<file path="config.mk">
export PLATFORM = sky130hd
export DESIGN_NAME = pclcl_top
export DESIGN_NICKNAME = d
export VERILOG_FILES = /design/src/pkg/pclcl_pkg.sv /design/src/hw/pclcl_top.sv
export SDC_FILE = /design/constraint.sdc
export NUM_CORES = 1
export LEC_CHECK = 0
export ABC_AREA = 1
export ABC_CLOCK_PERIOD_IN_PS = 4100
export BUFFER_PORTS_ARGS = -buffer_cell sky130_fd_sc_hd__buf_4
export CAP_MARGIN = 25
export CORE_ASPECT_RATIO = 0.5
export CORE_MARGIN = 1.5
export CORE_UTILIZATION = 50
export DETAILED_ROUTE_END_ITERATION = 8
export GPL_TIMING_DRIVEN = 0
export PLACE_DENSITY = 0.73
export REMOVE_ABC_BUFFERS = 1
export SKIP_LAST_GASP = 1
export SYNTH_ARGS = -nofsm -noshare
export SYNTH_HDL_FRONTEND = slang
export SYNTH_SLANG_ARGS = --single-unit
</file>
<file path="constraint.sdc">
create_clock -name core_clk -period 4.1 [get_ports core_clk]
set_clock_uncertainty 0.1 [all_clocks]
set_input_delay 0 -clock core_clk [delete_from_list [all_inputs] [get_ports core_clk]]
set_output_delay 0 -clock core_clk [all_outputs]
set_load 0.05 [all_outputs]
</file>
<file path="src/pkg/pclcl_pkg.sv">
// constants and types of the pulse-count led configuration link
`default_nettype none
package pclcl_pkg;
  // ------------------------------------------------------------
  // timing, in ns, and derived cycle counts at core_clk
  // ------------------------------------------------------------
  localparam int unsigned CLK_PERIOD_NS   = 5;
  localparam int unsigned GLITCH_NS       = 200;
  localparam int unsigned PHASE_MAX_NS    = 100_000;
  localparam int unsigned DATA_WAIT_NS    = 1_000_000;
  localparam int unsigned OFF_TIME_NS     = 1_500_000;
  localparam int unsigned PWR_DOWN_NS     = 1_000_000;
  localparam int unsigned GAIN_FILTER_NS  = 400_000;
  localparam int unsigned GLITCH_CYC      = (GLITCH_NS + CLK_PERIOD_NS - 1) / CLK_PERIOD_NS;
  localparam int unsigned PHASE_MAX_CYC   = PHASE_MAX_NS / CLK_PERIOD_NS;
  localparam int unsigned DATA_WAIT_CYC   = DATA_WAIT_NS / CLK_PERIOD_NS;
  localparam int unsigned OFF_TIME_CYC    = (OFF_TIME_NS + CLK_PERIOD_NS - 1) / CLK_PERIOD_NS;
  localparam int unsigned PWR_DOWN_CYC    = PWR_DOWN_NS / CLK_PERIOD_NS;
  localparam int unsigned GAIN_FILTER_CYC = GAIN_FILTER_NS / CLK_PERIOD_NS;
  localparam int unsigned PHASE_CNT_W     = 20;
  localparam int unsigned GAIN_CNT_W      = 20;
  localparam int unsigned GLITCH_CNT_W    = 6;
  // ------------------------------------------------------------
  // configuration registers
  // ------------------------------------------------------------
  localparam int unsigned NUM_CFG         = 6;
  localparam int unsigned LOCKOUT_IDX     = 5;
  localparam logic [3:0]  CFG_RESET       = 4'h0;
  localparam int unsigned RANGE_BIT       = 3;
  localparam int unsigned BANK_A_BIT      = 2;
  localparam int unsigned BANK_B_BIT      = 1;
  localparam int unsigned BANK_C_BIT      = 0;
  // ------------------------------------------------------------
  // axi4-lite register map
  // ------------------------------------------------------------
  localparam logic [3:0]  ADDR_CFG        = 4'h0;
  localparam logic [3:0]  ADDR_STATUS     = 4'h4;
  localparam logic [3:0]  ADDR_CTRL       = 4'h8;
  localparam logic [1:0]  RESP_OKAY       = 2'h0;
  localparam logic [1:0]  RESP_SLVERR     = 2'h2;
  localparam int unsigned CTRL_RX_EN_BIT  = 0;
  localparam int unsigned CTRL_RESTART_BIT = 1;
  localparam logic        CTRL_RX_EN_RST  = 1'b1;
  localparam int unsigned ST_ENABLED_BIT  = 2;
  localparam int unsigned ST_SHUTDOWN_BIT = 3;
  localparam int unsigned ST_SEL_LSB      = 8;
  // ------------------------------------------------------------
  // state types
  // ------------------------------------------------------------
  typedef enum logic [1:0] {LS_OFF, LS_ADDR, LS_GAP, LS_DATA} pclcl_link_t;
  typedef enum logic [1:0] {G_1X, G_1X33, G_1X5, G_2X} pclcl_gain_t;
endpackage
`default_nettype wire

</file>
<file path="src/hw/pclcl_top.sv">
// single-wire pulse-count configuration link, gain sequencer and axi4-lite slave
// How it works
// - after power-up the gain sequencer starts at 1x and stays while regulation holds
// - regulation failing at 1x steps gain to 1.33x after the filter delay
// - regulation still failing at 1.33x steps gain to 1.5x after the filter delay
// - regulation still failing at 1.5x steps gain to 2x, the top gain
// - sufficient supply returns gain straight to 1x; no other downward step
// - undervoltage disables all channels and clears every configuration register
// - first high after shutdown enables the device with all currents zero
// - line low longer than 1.5 ms requests shutdown; device goes to zero current
// - in shutdown every led sink is high impedance with zero current
// - six configuration registers, five of four bits and one single bit
// - a write is an address burst then a separate data burst, in that order
// - falling edges are counted; N address pulses select register N, 1 to 6
// - pulse phases are 200 ns to 100 us; shorter pulses are ignored
// - no data edge within 1000 us after address abandons the transaction
// - selecting a register clears it to zero at once
// - after power-up the device awaits an address; host allows 10 us first
// - after a shutdown request currents stop after about 1 ms, registers lost
// - four-bit registers take (16 minus pulse count) modulo 16
// - register 1 bit 3 selects current range, bits 2..0 enable banks A, B, C
// - register 6 is 1 after one pulse, else 0; when 1, no automatic return to 1x
// - addressing register 6 restarts the gain sequencer from 1x
`timescale 1ns/100ps
`default_nettype none
module pclcl_top #(
  parameter int unsigned DATA_WAIT_CYC   = pclcl_pkg::DATA_WAIT_CYC,
  parameter int unsigned PHASE_MAX_CYC   = pclcl_pkg::PHASE_MAX_CYC,
  parameter int unsigned OFF_TIME_CYC    = pclcl_pkg::OFF_TIME_CYC,
  parameter int unsigned PWR_DOWN_CYC    = pclcl_pkg::PWR_DOWN_CYC,
  parameter int unsigned GAIN_FILTER_CYC = pclcl_pkg::GAIN_FILTER_CYC
) (
  // clock, reset, enable
  input  wire logic        core_clk,
  input  wire logic        rst,
  input  wire logic        ce,
  // single wire and analog indications
  input  wire logic        en_set,
  input  wire logic        uvlo,
  input  wire logic        regulation_fail,
  input  wire logic        supply_sufficient,
  // driver controls
  output var  logic [5:0]  led_sink_outputs,
  output var  logic        led_sink_hiz,
  output var  logic [1:0]  gain_select,
  output var  logic        device_enabled,
  output var  logic        current_range_select,
  output var  logic        bank_a_enable,
  output var  logic        bank_b_enable,
  output var  logic        bank_c_enable,
  output var  logic [3:0]  global_current,
  output var  logic [3:0]  bank_a_current,
  output var  logic [3:0]  bank_b_current,
  output var  logic [3:0]  bank_c_current,
  output var  logic        return_lockout,
  // axi4-lite slave
  input  wire logic [3:0]  s_axi_awaddr,
  input  wire logic        s_axi_awvalid,
  output var  logic        s_axi_awready,
  input  wire logic [31:0] s_axi_wdata,
  input  wire logic [3:0]  s_axi_wstrb,
  input  wire logic        s_axi_wvalid,
  output var  logic        s_axi_wready,
  output var  logic [1:0]  s_axi_bresp,
  output var  logic        s_axi_bvalid,
  input  wire logic        s_axi_bready,
  input  wire logic [3:0]  s_axi_araddr,
  input  wire logic        s_axi_arvalid,
  output var  logic        s_axi_arready,
  output var  logic [31:0] s_axi_rdata,
  output var  logic [1:0]  s_axi_rresp,
  output var  logic        s_axi_rvalid,
  input  wire logic        s_axi_rready
);
  localparam int unsigned PW = pclcl_pkg::PHASE_CNT_W;
  localparam logic [PW-1:0] LIM_PHASE = PW'(PHASE_MAX_CYC);
  localparam logic [PW-1:0] LIM_WAIT  = PW'(DATA_WAIT_CYC);
  localparam logic [PW-1:0] LIM_OFF   = PW'(OFF_TIME_CYC + PWR_DOWN_CYC);
  localparam logic [pclcl_pkg::GAIN_CNT_W-1:0] LIM_GAIN =
    pclcl_pkg::GAIN_CNT_W'(GAIN_FILTER_CYC);
  localparam logic [pclcl_pkg::GLITCH_CNT_W-1:0] LIM_GLITCH =
    pclcl_pkg::GLITCH_CNT_W'(pclcl_pkg::GLITCH_CYC);

  // register value from a data pulse count
  function automatic logic [3:0] data_value(input logic [2:0] sel, input logic [4:0] cnt);
    logic [4:0] neg;
    neg = 5'h0 - cnt;
    if (sel == 3'(pclcl_pkg::LOCKOUT_IDX + 1)) begin
      data_value = {3'h0, cnt == 5'h01};
    end else begin
      data_value = neg[3:0];
    end
  endfunction

  // ------------------------------------------------------------
  // line synchroniser, glitch filter and phase timer
  // ------------------------------------------------------------
  logic                 sync1_q, sync2_q, filt_q, filt_d;
  logic [pclcl_pkg::GLITCH_CNT_W-1:0] glt_q, glt_d;
  logic [PW-1:0]        ph_q, ph_d;
  logic                 fall, rise;

  always_comb begin
    filt_d = filt_q;
    glt_d  = '0;
    if (sync2_q != filt_q) begin
      glt_d = glt_q + 1'b1;
      if (glt_q == LIM_GLITCH - 1'b1) begin
        filt_d = sync2_q;
        glt_d  = '0;
      end
    end
    fall = filt_q & ~filt_d;
    rise = ~filt_q & filt_d;
    if (fall | rise) begin
      ph_d = '0;
    end else if (ph_q == LIM_OFF) begin
      ph_d = ph_q;
    end else begin
      ph_d = ph_q + 1'b1;
    end
  end

  always_ff @(posedge core_clk or posedge rst) begin
    if (rst) begin
      sync1_q <= 1'b0;
      sync2_q <= 1'b0;
      filt_q  <= 1'b0;
      glt_q   <= '0;
      ph_q    <= '0;
    end else if (ce) begin
      sync1_q <= en_set;
      sync2_q <= sync1_q;
      filt_q  <= filt_d;
      glt_q   <= glt_d;
      ph_q    <= ph_d;
    end
  end

  // ------------------------------------------------------------
  // pulse receiver and configuration registers
  // ------------------------------------------------------------
  pclcl_pkg::pclcl_link_t ls_q, ls_d;
  logic [2:0] sel_q, sel_d;
  logic [4:0] cnt_q, cnt_d;
  logic [3:0] cfg_q [pclcl_pkg::NUM_CFG];
  logic [3:0] cfg_d [pclcl_pkg::NUM_CFG];
  logic       en_q, en_d;
  logic       gain_restart;
  logic       rx_en_q, sw_restart_q;
  logic       shut;

  always_comb begin
    ls_d  = ls_q;
    sel_d = sel_q;
    cnt_d = cnt_q;
    en_d  = en_q;
    cfg_d = cfg_q;
    gain_restart = sw_restart_q;
    shut = ~filt_q & (ph_q == LIM_OFF - 1'b1);
    case (ls_q)
      pclcl_pkg::LS_OFF: begin
        if (rise) begin
          en_d  = 1'b1;
          cnt_d = '0;
          ls_d  = pclcl_pkg::LS_ADDR;
        end
      end
      pclcl_pkg::LS_ADDR: begin
        if (fall && rx_en_q && cnt_q != 5'h1F) begin
          cnt_d = cnt_q + 1'b1;
        end
        if (rise) begin
          en_d = 1'b1;
        end
        if (filt_q && ph_q == LIM_PHASE - 1'b1 && cnt_q != 5'h00) begin
          cnt_d = '0;
          if (cnt_q <= 5'(pclcl_pkg::NUM_CFG)) begin
            sel_d = cnt_q[2:0];
            cfg_d[cnt_q[2:0] - 3'h1] = pclcl_pkg::CFG_RESET;
            ls_d  = pclcl_pkg::LS_GAP;
            if (cnt_q[2:0] == 3'(pclcl_pkg::LOCKOUT_IDX + 1)) begin
              gain_restart = 1'b1;
            end
          end
        end
      end
      pclcl_pkg::LS_GAP: begin
        if (fall) begin
          cnt_d = 5'h01;
          ls_d  = pclcl_pkg::LS_DATA;
        end else if (ph_q == LIM_WAIT - 1'b1) begin
          ls_d = pclcl_pkg::LS_ADDR;
        end
      end
      pclcl_pkg::LS_DATA: begin
        if (fall && cnt_q != 5'h1F) begin
          cnt_d = cnt_q + 1'b1;
        end
        if (filt_q && ph_q == LIM_PHASE - 1'b1) begin
          cfg_d[sel_q - 3'h1] = data_value(sel_q, cnt_q);
          cnt_d = '0;
          ls_d  = pclcl_pkg::LS_ADDR;
        end
      end
      default: ls_d = pclcl_pkg::LS_OFF;
    endcase
    if (shut || uvlo) begin
      ls_d  = pclcl_pkg::LS_OFF;
      en_d  = 1'b0;
      cnt_d = '0;
      sel_d = '0;
      for (int i = 0; i < pclcl_pkg::NUM_CFG; i++) begin
        cfg_d[i] = pclcl_pkg::CFG_RESET;
      end
    end
  end

  always_ff @(posedge core_clk or posedge rst) begin
    if (rst) begin
      ls_q  <= pclcl_pkg::LS_ADDR;
      sel_q <= '0;
      cnt_q <= '0;
      en_q  <= 1'b0;
      for (int i = 0; i < pclcl_pkg::NUM_CFG; i++) begin
        cfg_q[i] <= pclcl_pkg::CFG_RESET;
      end
    end else if (ce) begin
      ls_q  <= ls_d;
      sel_q <= sel_d;
      cnt_q <= cnt_d;
      en_q  <= en_d;
      cfg_q <= cfg_d;
    end
  end

  // ------------------------------------------------------------
  // gain sequencer
  // ------------------------------------------------------------
  pclcl_pkg::pclcl_gain_t g_q, g_d;
  logic [pclcl_pkg::GAIN_CNT_W-1:0] gc_q, gc_d;
  logic lockout;

  always_comb begin
    lockout = cfg_q[pclcl_pkg::LOCKOUT_IDX][0];
    g_d  = g_q;
    gc_d = '0;
    if (gain_restart || shut || uvlo || ls_q == pclcl_pkg::LS_OFF) begin
      g_d = pclcl_pkg::G_1X;
    end else if (supply_sufficient && !lockout && g_q != pclcl_pkg::G_1X) begin
      g_d = pclcl_pkg::G_1X;
    end else if (regulation_fail && g_q != pclcl_pkg::G_2X) begin
      gc_d = gc_q + 1'b1;
      if (gc_q == LIM_GAIN - 1'b1) begin
        gc_d = '0;
        case (g_q)
          pclcl_pkg::G_1X:   g_d = pclcl_pkg::G_1X33;
          pclcl_pkg::G_1X33: g_d = pclcl_pkg::G_1X5;
          pclcl_pkg::G_1X5:  g_d = pclcl_pkg::G_2X;
          default:           g_d = g_q;
        endcase
      end
    end
  end

  always_ff @(posedge core_clk or posedge rst) begin
    if (rst) begin
      g_q  <= pclcl_pkg::G_1X;
      gc_q <= '0;
    end else if (ce) begin
      g_q  <= g_d;
      gc_q <= gc_d;
    end
  end

  // ------------------------------------------------------------
  // driver outputs
  // ------------------------------------------------------------
  logic [5:0] led_d;
  logic [2:0] bank_en;
  assign bank_en = {cfg_q[0][pclcl_pkg::BANK_A_BIT], cfg_q[0][pclcl_pkg::BANK_B_BIT],
                    cfg_q[0][pclcl_pkg::BANK_C_BIT]};

  // channels 5,4 are bank a, 3,2 bank b, 1,0 bank c
  for (genvar i = 0; i < 6; i++) begin : g_led
    assign led_d[i] = en_d & bank_en[i/2] & (ls_d != pclcl_pkg::LS_OFF);
  end

  always_ff @(posedge core_clk or posedge rst) begin
    if (rst) begin
      led_sink_outputs <= '0;
      led_sink_hiz     <= 1'b1;
      gain_select      <= 2'h0;
      device_enabled   <= 1'b0;
    end else if (ce) begin
      led_sink_outputs <= led_d;
      led_sink_hiz     <= ls_d == pclcl_pkg::LS_OFF;
      gain_select      <= g_d;
      device_enabled   <= en_d;
    end
  end

  assign current_range_select = cfg_q[0][pclcl_pkg::RANGE_BIT];
  assign bank_a_enable        = bank_en[2];
  assign bank_b_enable        = bank_en[1];
  assign bank_c_enable        = bank_en[0];
  assign global_current       = cfg_q[1];
  assign bank_a_current       = cfg_q[2];
  assign bank_b_current       = cfg_q[3];
  assign bank_c_current       = cfg_q[4];
  assign return_lockout       = lockout;

  // ------------------------------------------------------------
  // axi4-lite slave
  // ------------------------------------------------------------
  logic        awg_q, awg_d, wg_q, wg_d, bv_d, rv_d, rx_en_d, swr_d, ws_q, ws_d;
  logic [3:0]  awa_q, awa_d;
  logic [31:0] wd_q, wd_d, rd_d;
  logic [1:0]  br_d, rr_d;

  always_comb begin
    awg_d   = awg_q;
    wg_d    = wg_q;
    awa_d   = awa_q;
    wd_d    = wd_q;
    ws_d    = ws_q;
    bv_d    = s_axi_bvalid & ~s_axi_bready;
    br_d    = s_axi_bresp;
    rv_d    = s_axi_rvalid & ~s_axi_rready;
    rd_d    = s_axi_rdata;
    rr_d    = s_axi_rresp;
    rx_en_d = rx_en_q;
    swr_d   = 1'b0;
    if (s_axi_awvalid && s_axi_awready) begin
      awg_d = 1'b1;
      awa_d = s_axi_awaddr;
    end
    if (s_axi_wvalid && s_axi_wready) begin
      wg_d = 1'b1;
      wd_d = s_axi_wdata;
      ws_d = s_axi_wstrb[0];
    end
    if (awg_d && wg_d && !bv_d) begin
      awg_d = 1'b0;
      wg_d  = 1'b0;
      bv_d  = 1'b1;
      br_d  = pclcl_pkg::RESP_OKAY;
      if ({awa_d[3:2], 2'h0} == pclcl_pkg::ADDR_CTRL) begin
        if (ws_d) begin
          rx_en_d = wd_d[pclcl_pkg::CTRL_RX_EN_BIT];
          swr_d   = wd_d[pclcl_pkg::CTRL_RESTART_BIT];
        end
      end else if ({awa_d[3:2], 2'h0} != pclcl_pkg::ADDR_CFG &&
                   {awa_d[3:2], 2'h0} != pclcl_pkg::ADDR_STATUS) begin
        br_d = pclcl_pkg::RESP_SLVERR;
      end
    end
    if (s_axi_arvalid && s_axi_arready) begin
      rv_d = 1'b1;
      rr_d = pclcl_pkg::RESP_OKAY;
      rd_d = '0;
      case ({s_axi_araddr[3:2], 2'h0})
        pclcl_pkg::ADDR_CFG:
          rd_d[20:0] = {cfg_q[5][0], cfg_q[4], cfg_q[3], cfg_q[2], cfg_q[1], cfg_q[0]};
        pclcl_pkg::ADDR_STATUS: begin
          rd_d[1:0] = g_q;
          rd_d[pclcl_pkg::ST_ENABLED_BIT]  = en_q;
          rd_d[pclcl_pkg::ST_SHUTDOWN_BIT] = ls_q == pclcl_pkg::LS_OFF;
          rd_d[pclcl_pkg::ST_SEL_LSB +: 3] = sel_q;
        end
        pclcl_pkg::ADDR_CTRL: rd_d[pclcl_pkg::CTRL_RX_EN_BIT] = rx_en_q;
        default: rr_d = pclcl_pkg::RESP_SLVERR;
      endcase
    end
  end

  always_ff @(posedge core_clk or posedge rst) begin
    if (rst) begin
      awg_q <= 1'b0;
      wg_q  <= 1'b0;
      awa_q <= 4'h0;
      wd_q  <= 32'h0000_0000;
      ws_q  <= 1'b0;
      rx_en_q <= pclcl_pkg::CTRL_RX_EN_RST;
      sw_restart_q  <= 1'b0;
      s_axi_awready <= 1'b0;
      s_axi_wready  <= 1'b0;
      s_axi_bvalid  <= 1'b0;
      s_axi_bresp   <= 2'h0;
      s_axi_arready <= 1'b0;
      s_axi_rvalid  <= 1'b0;
      s_axi_rdata   <= 32'h0000_0000;
      s_axi_rresp   <= 2'h0;
    end else if (ce) begin
      awg_q <= awg_d;
      wg_q  <= wg_d;
      awa_q <= awa_d;
      wd_q  <= wd_d;
      ws_q  <= ws_d;
      rx_en_q <= rx_en_d;
      sw_restart_q  <= swr_d;
      s_axi_awready <= ~awg_d & ~bv_d;
      s_axi_wready  <= ~wg_d & ~bv_d;
      s_axi_bvalid  <= bv_d;
      s_axi_bresp   <= br_d;
      s_axi_arready <= ~rv_d;
      s_axi_rvalid  <= rv_d;
      s_axi_rdata   <= rd_d;
      s_axi_rresp   <= rr_d;
    end
  end
endmodule
`default_nettype wire

</file>
==> flow_metrics.tcl <==
set metrics [dict create \
    status "finished, final reports clean" \
    syn_area_um2 7622 \
    io_buffers 77 \
    setup.worst_path.end_class "register" \
    finalHoldViolCount 0 \
    clockRootBuffer "clkbuf_16" \
    crit_path_start_kind "register" \
    vias 7244 \
    drc_errors 0 \
    crit_family "simple AND/OR/NAND/NOR gates" \
    fillerInstances 1308 \
    path_common_cell "nand2_1" \
    drv_cap 0 \
    placed_area_um2 8283 \
    finalWorstSetupSlack_ns 0.4133 \
    syn_avg_cell_area_um2 7.379 \
    die_x_um 177.6 \
    clock-sinks 124 \
    whs_ns 0.2608 \
    yosysTopAreaCell "dfrtp_1" \
    drive_gt1_frac 0.1333 \
    yosysWarnings 0 \
    clk_latency_ns 0.42 \
    grt_overflow 0 \
    slew_violations 0 \
    gp_congestion 0.8969 \
    relSlewSlack 0.4666 \
    clk_pin_slew_worst_paths_ns 0.06 \
    design_area_um2 9117 \
    min_period_over_period 0.8992 \
    hold_class "in -> reg" \
    htreeDepth 4 \
    p_leak_nw 4.240 \
    ys_types 45 \
    first_pass_iters 5 \
    nets 1193 \
    rsz0062_at_grt "false" \
    ant_nets 0 \
    vias_per_cell 5.443 \
    ys_seq_area_frac 0.4076 \
    crit_buf_inv 2 \
    antenna_found_initial 0 \
    clk_path_buf_depth 2 \
    synth-seq-cells 124 \
    dieArea_um2 16040 \
    grt_max_degree 98 \
    powerDensity_nw_per_um2 413.3 \
    grt_pass1_vias 6818 \
    die_y_um 90.31 \
    final_util 0.6219 \
    cp_max_fo 17 \
    post_cts_buffers 0 \
    worstPathCellList "nor3_1, nand3_1, o21ai_0, inv_1, ha_1, nand2_1, nor3_1, nand4_1, nand2_2, clkinvlp_4, nand2_1, nand2_1, a21oi_1" \
    synth_top_area_share 0.3972 \
    detail_route.wl_per_cell_um 14.59 \
    cts_tree "built" \
    pin_count 128 \
    final_cell_mix "261 x nand2_1, 121 x dfrtp_1, 117 x nand3_1" \
    drt_iter0_drc 548 \
    pre_cts_ws_ns 0.2610 \
    detailed_place_hpwl_mm 13.27 \
    core-area_um2 14660 \
    setup_viol 0 \
    numCtsBuffers 17 \
    critPathKind "reg -> reg" \
    routed_wl_mm 19.42 \
    ys_top_cells_by_area "dfrtp_1 40%, nand2_1 13%, nand3_1 7.7%" \
    rows 31 \
    worst_slew_pin_slew_ns 0.7991 \
    finalCriticalPeriod_ns 3.687 \
    initial_core_util 0.5199 \
    final_common_cell "nand2_1" \
    syn2layout_area_growth_pct 19.62 \
    grt_pass1_wl_mm 33.11 \
    clock.fmax_mhz 271.2 \
    grt_usage 0.2563 \
    peakVddDrop_mv 0.2547 \
    diodes 0 \
    max_stage_delay_ns 0.60 \
    cp.arrival_ns 3.92 \
    cp.required_ns 4.33 \
    p_total_w 0.003768 \
    cp_slowest_cell "ha_1" \
    netlist_instances 1033 \
]
## synthesized netlist by cell type (all sizes together)
master     n
o21bai     1
or2        1
o31ai      7
nand3b     4
a31oi     13
o221ai     1
ha        16
a32oi      4
o21a       3
nand2    266
o211ai     1
nand4     38
xor2      23
nor4       2
dfstp      3
and3       1
xnor2      5
clkinv     5
o21ai     78
buf       27
nor2     101
a2bb2oi    5
inv      108
o22ai      2
dfrtp    121
clkbuf    20
a21oi     25
a22oi      2
nand3    121
nor3      28
conb       1
## power breakdown
part           leakage (nW)  internal (W)  switching [W]  total, W
clock                 0.275      0.000911       0.000595   0.00151
sequential             1.67       0.00135       0.000102   0.00145
combinational          2.29      0.000252       0.000561  0.000813
total                  4.24       0.00251        0.00126   0.00377
## worst min-delay path, delay by kind of cell
| family | cells | cell delay (ns) |
|---|---|---|
| compound gates | 1 | 0.07 |
| buf+inv | 3 | 0.67 |
## flip-flops by register name (all words and copies together) (netlist names), 2 cells and up
signal,count
bank_c_current,4
sel_q,3
ls_q,2
bank_a_current,4
led_sink_outputs,3
ph_q,20
global_current,4
wd_q,2
glt_q,6
gc_q,20
cnt_q,5
gain_select,2
bank_b_current,4
awa_q,2
s_axi_rdata,21
## layer usage
layer,track usage,vias up,share of wire
met5,0,-,0
met3,0.04545,23,0.055
li1,-,3582,-
met2,0.4098,212,0.46
met1,0.3556,3427,0.47
met4,0.07703,0,0.012
## stage by stage
stage          std cells  setup TNS [ns]
2_1_floorplan        998               0
3_3_place_gp        1273         -100.97
3_5_place_dp        1275               0
4_1_cts             1330               0
5_1_grt             1331               0
6_report            1331               0
## cell families (layout without fill, tap and decap cells)
family	after synthesis	in the layout	synth area share
AOI/OAI and AO/OA	142	142	0.1052
xor gates and xnor gates	28	28	0.03217
adders and majority gates	16	16	0.02626
buffers and inverters	160	248	0.09110
DFF	124	124	0.4076
other	1	13	0.0004920
and+or+nand+nor	562	562	0.3372
## path summary, 6_finish.rpt
kind,start,to,slack (ns),cells past startpoint
setup / recovery,glt_q[3]$_DFFE_PP0P_,ph_q[3]$_DFFE_PP0P_,0.41,13
hold / removal,s_axi_wdata[0],wd_q[0]$_DFFE_PP0P_,0.26,4
setup reg to reg,glt_q[3]$_DFFE_PP0P_,ph_q[3]$_DFFE_PP0P_,0.41,13
hold reg to reg,s_axi_rdata[0]$_DFFE_PP0P_,s_axi_rdata[0]$_DFFE_PP0P_,0.39,2
max in group asynchronous,rst,sel_q[1]$_DFFE_PP0P_,2.53,5
min in group asynchronous,rst,gc_q[10]$_DFFE_PP0P_,0.62,4
## timing repair
item,CTS,global route
hold buffers,24,0
endpoints found under the hold margin,160,0
gates resized for setup,0,2
setup endpoints to repair,0,15
## area by class of cell
cell class,instances,area [um2],area share
Multi-Input combinational cell,761,3869,0.4243
Sequential cell,124,3107,0.3407
Timing Repair Buffer,103,873.3,0.09579
Clock buffer,18,439.2,0.04817
Inverter,113,432.9,0.04748
Tap cell,198,247.7,0.02717
Clock inverter,13,143.9,0.01578
Timing Repair inverter,1,5.005,0.0005489
(Power assumes the default switching activity.)
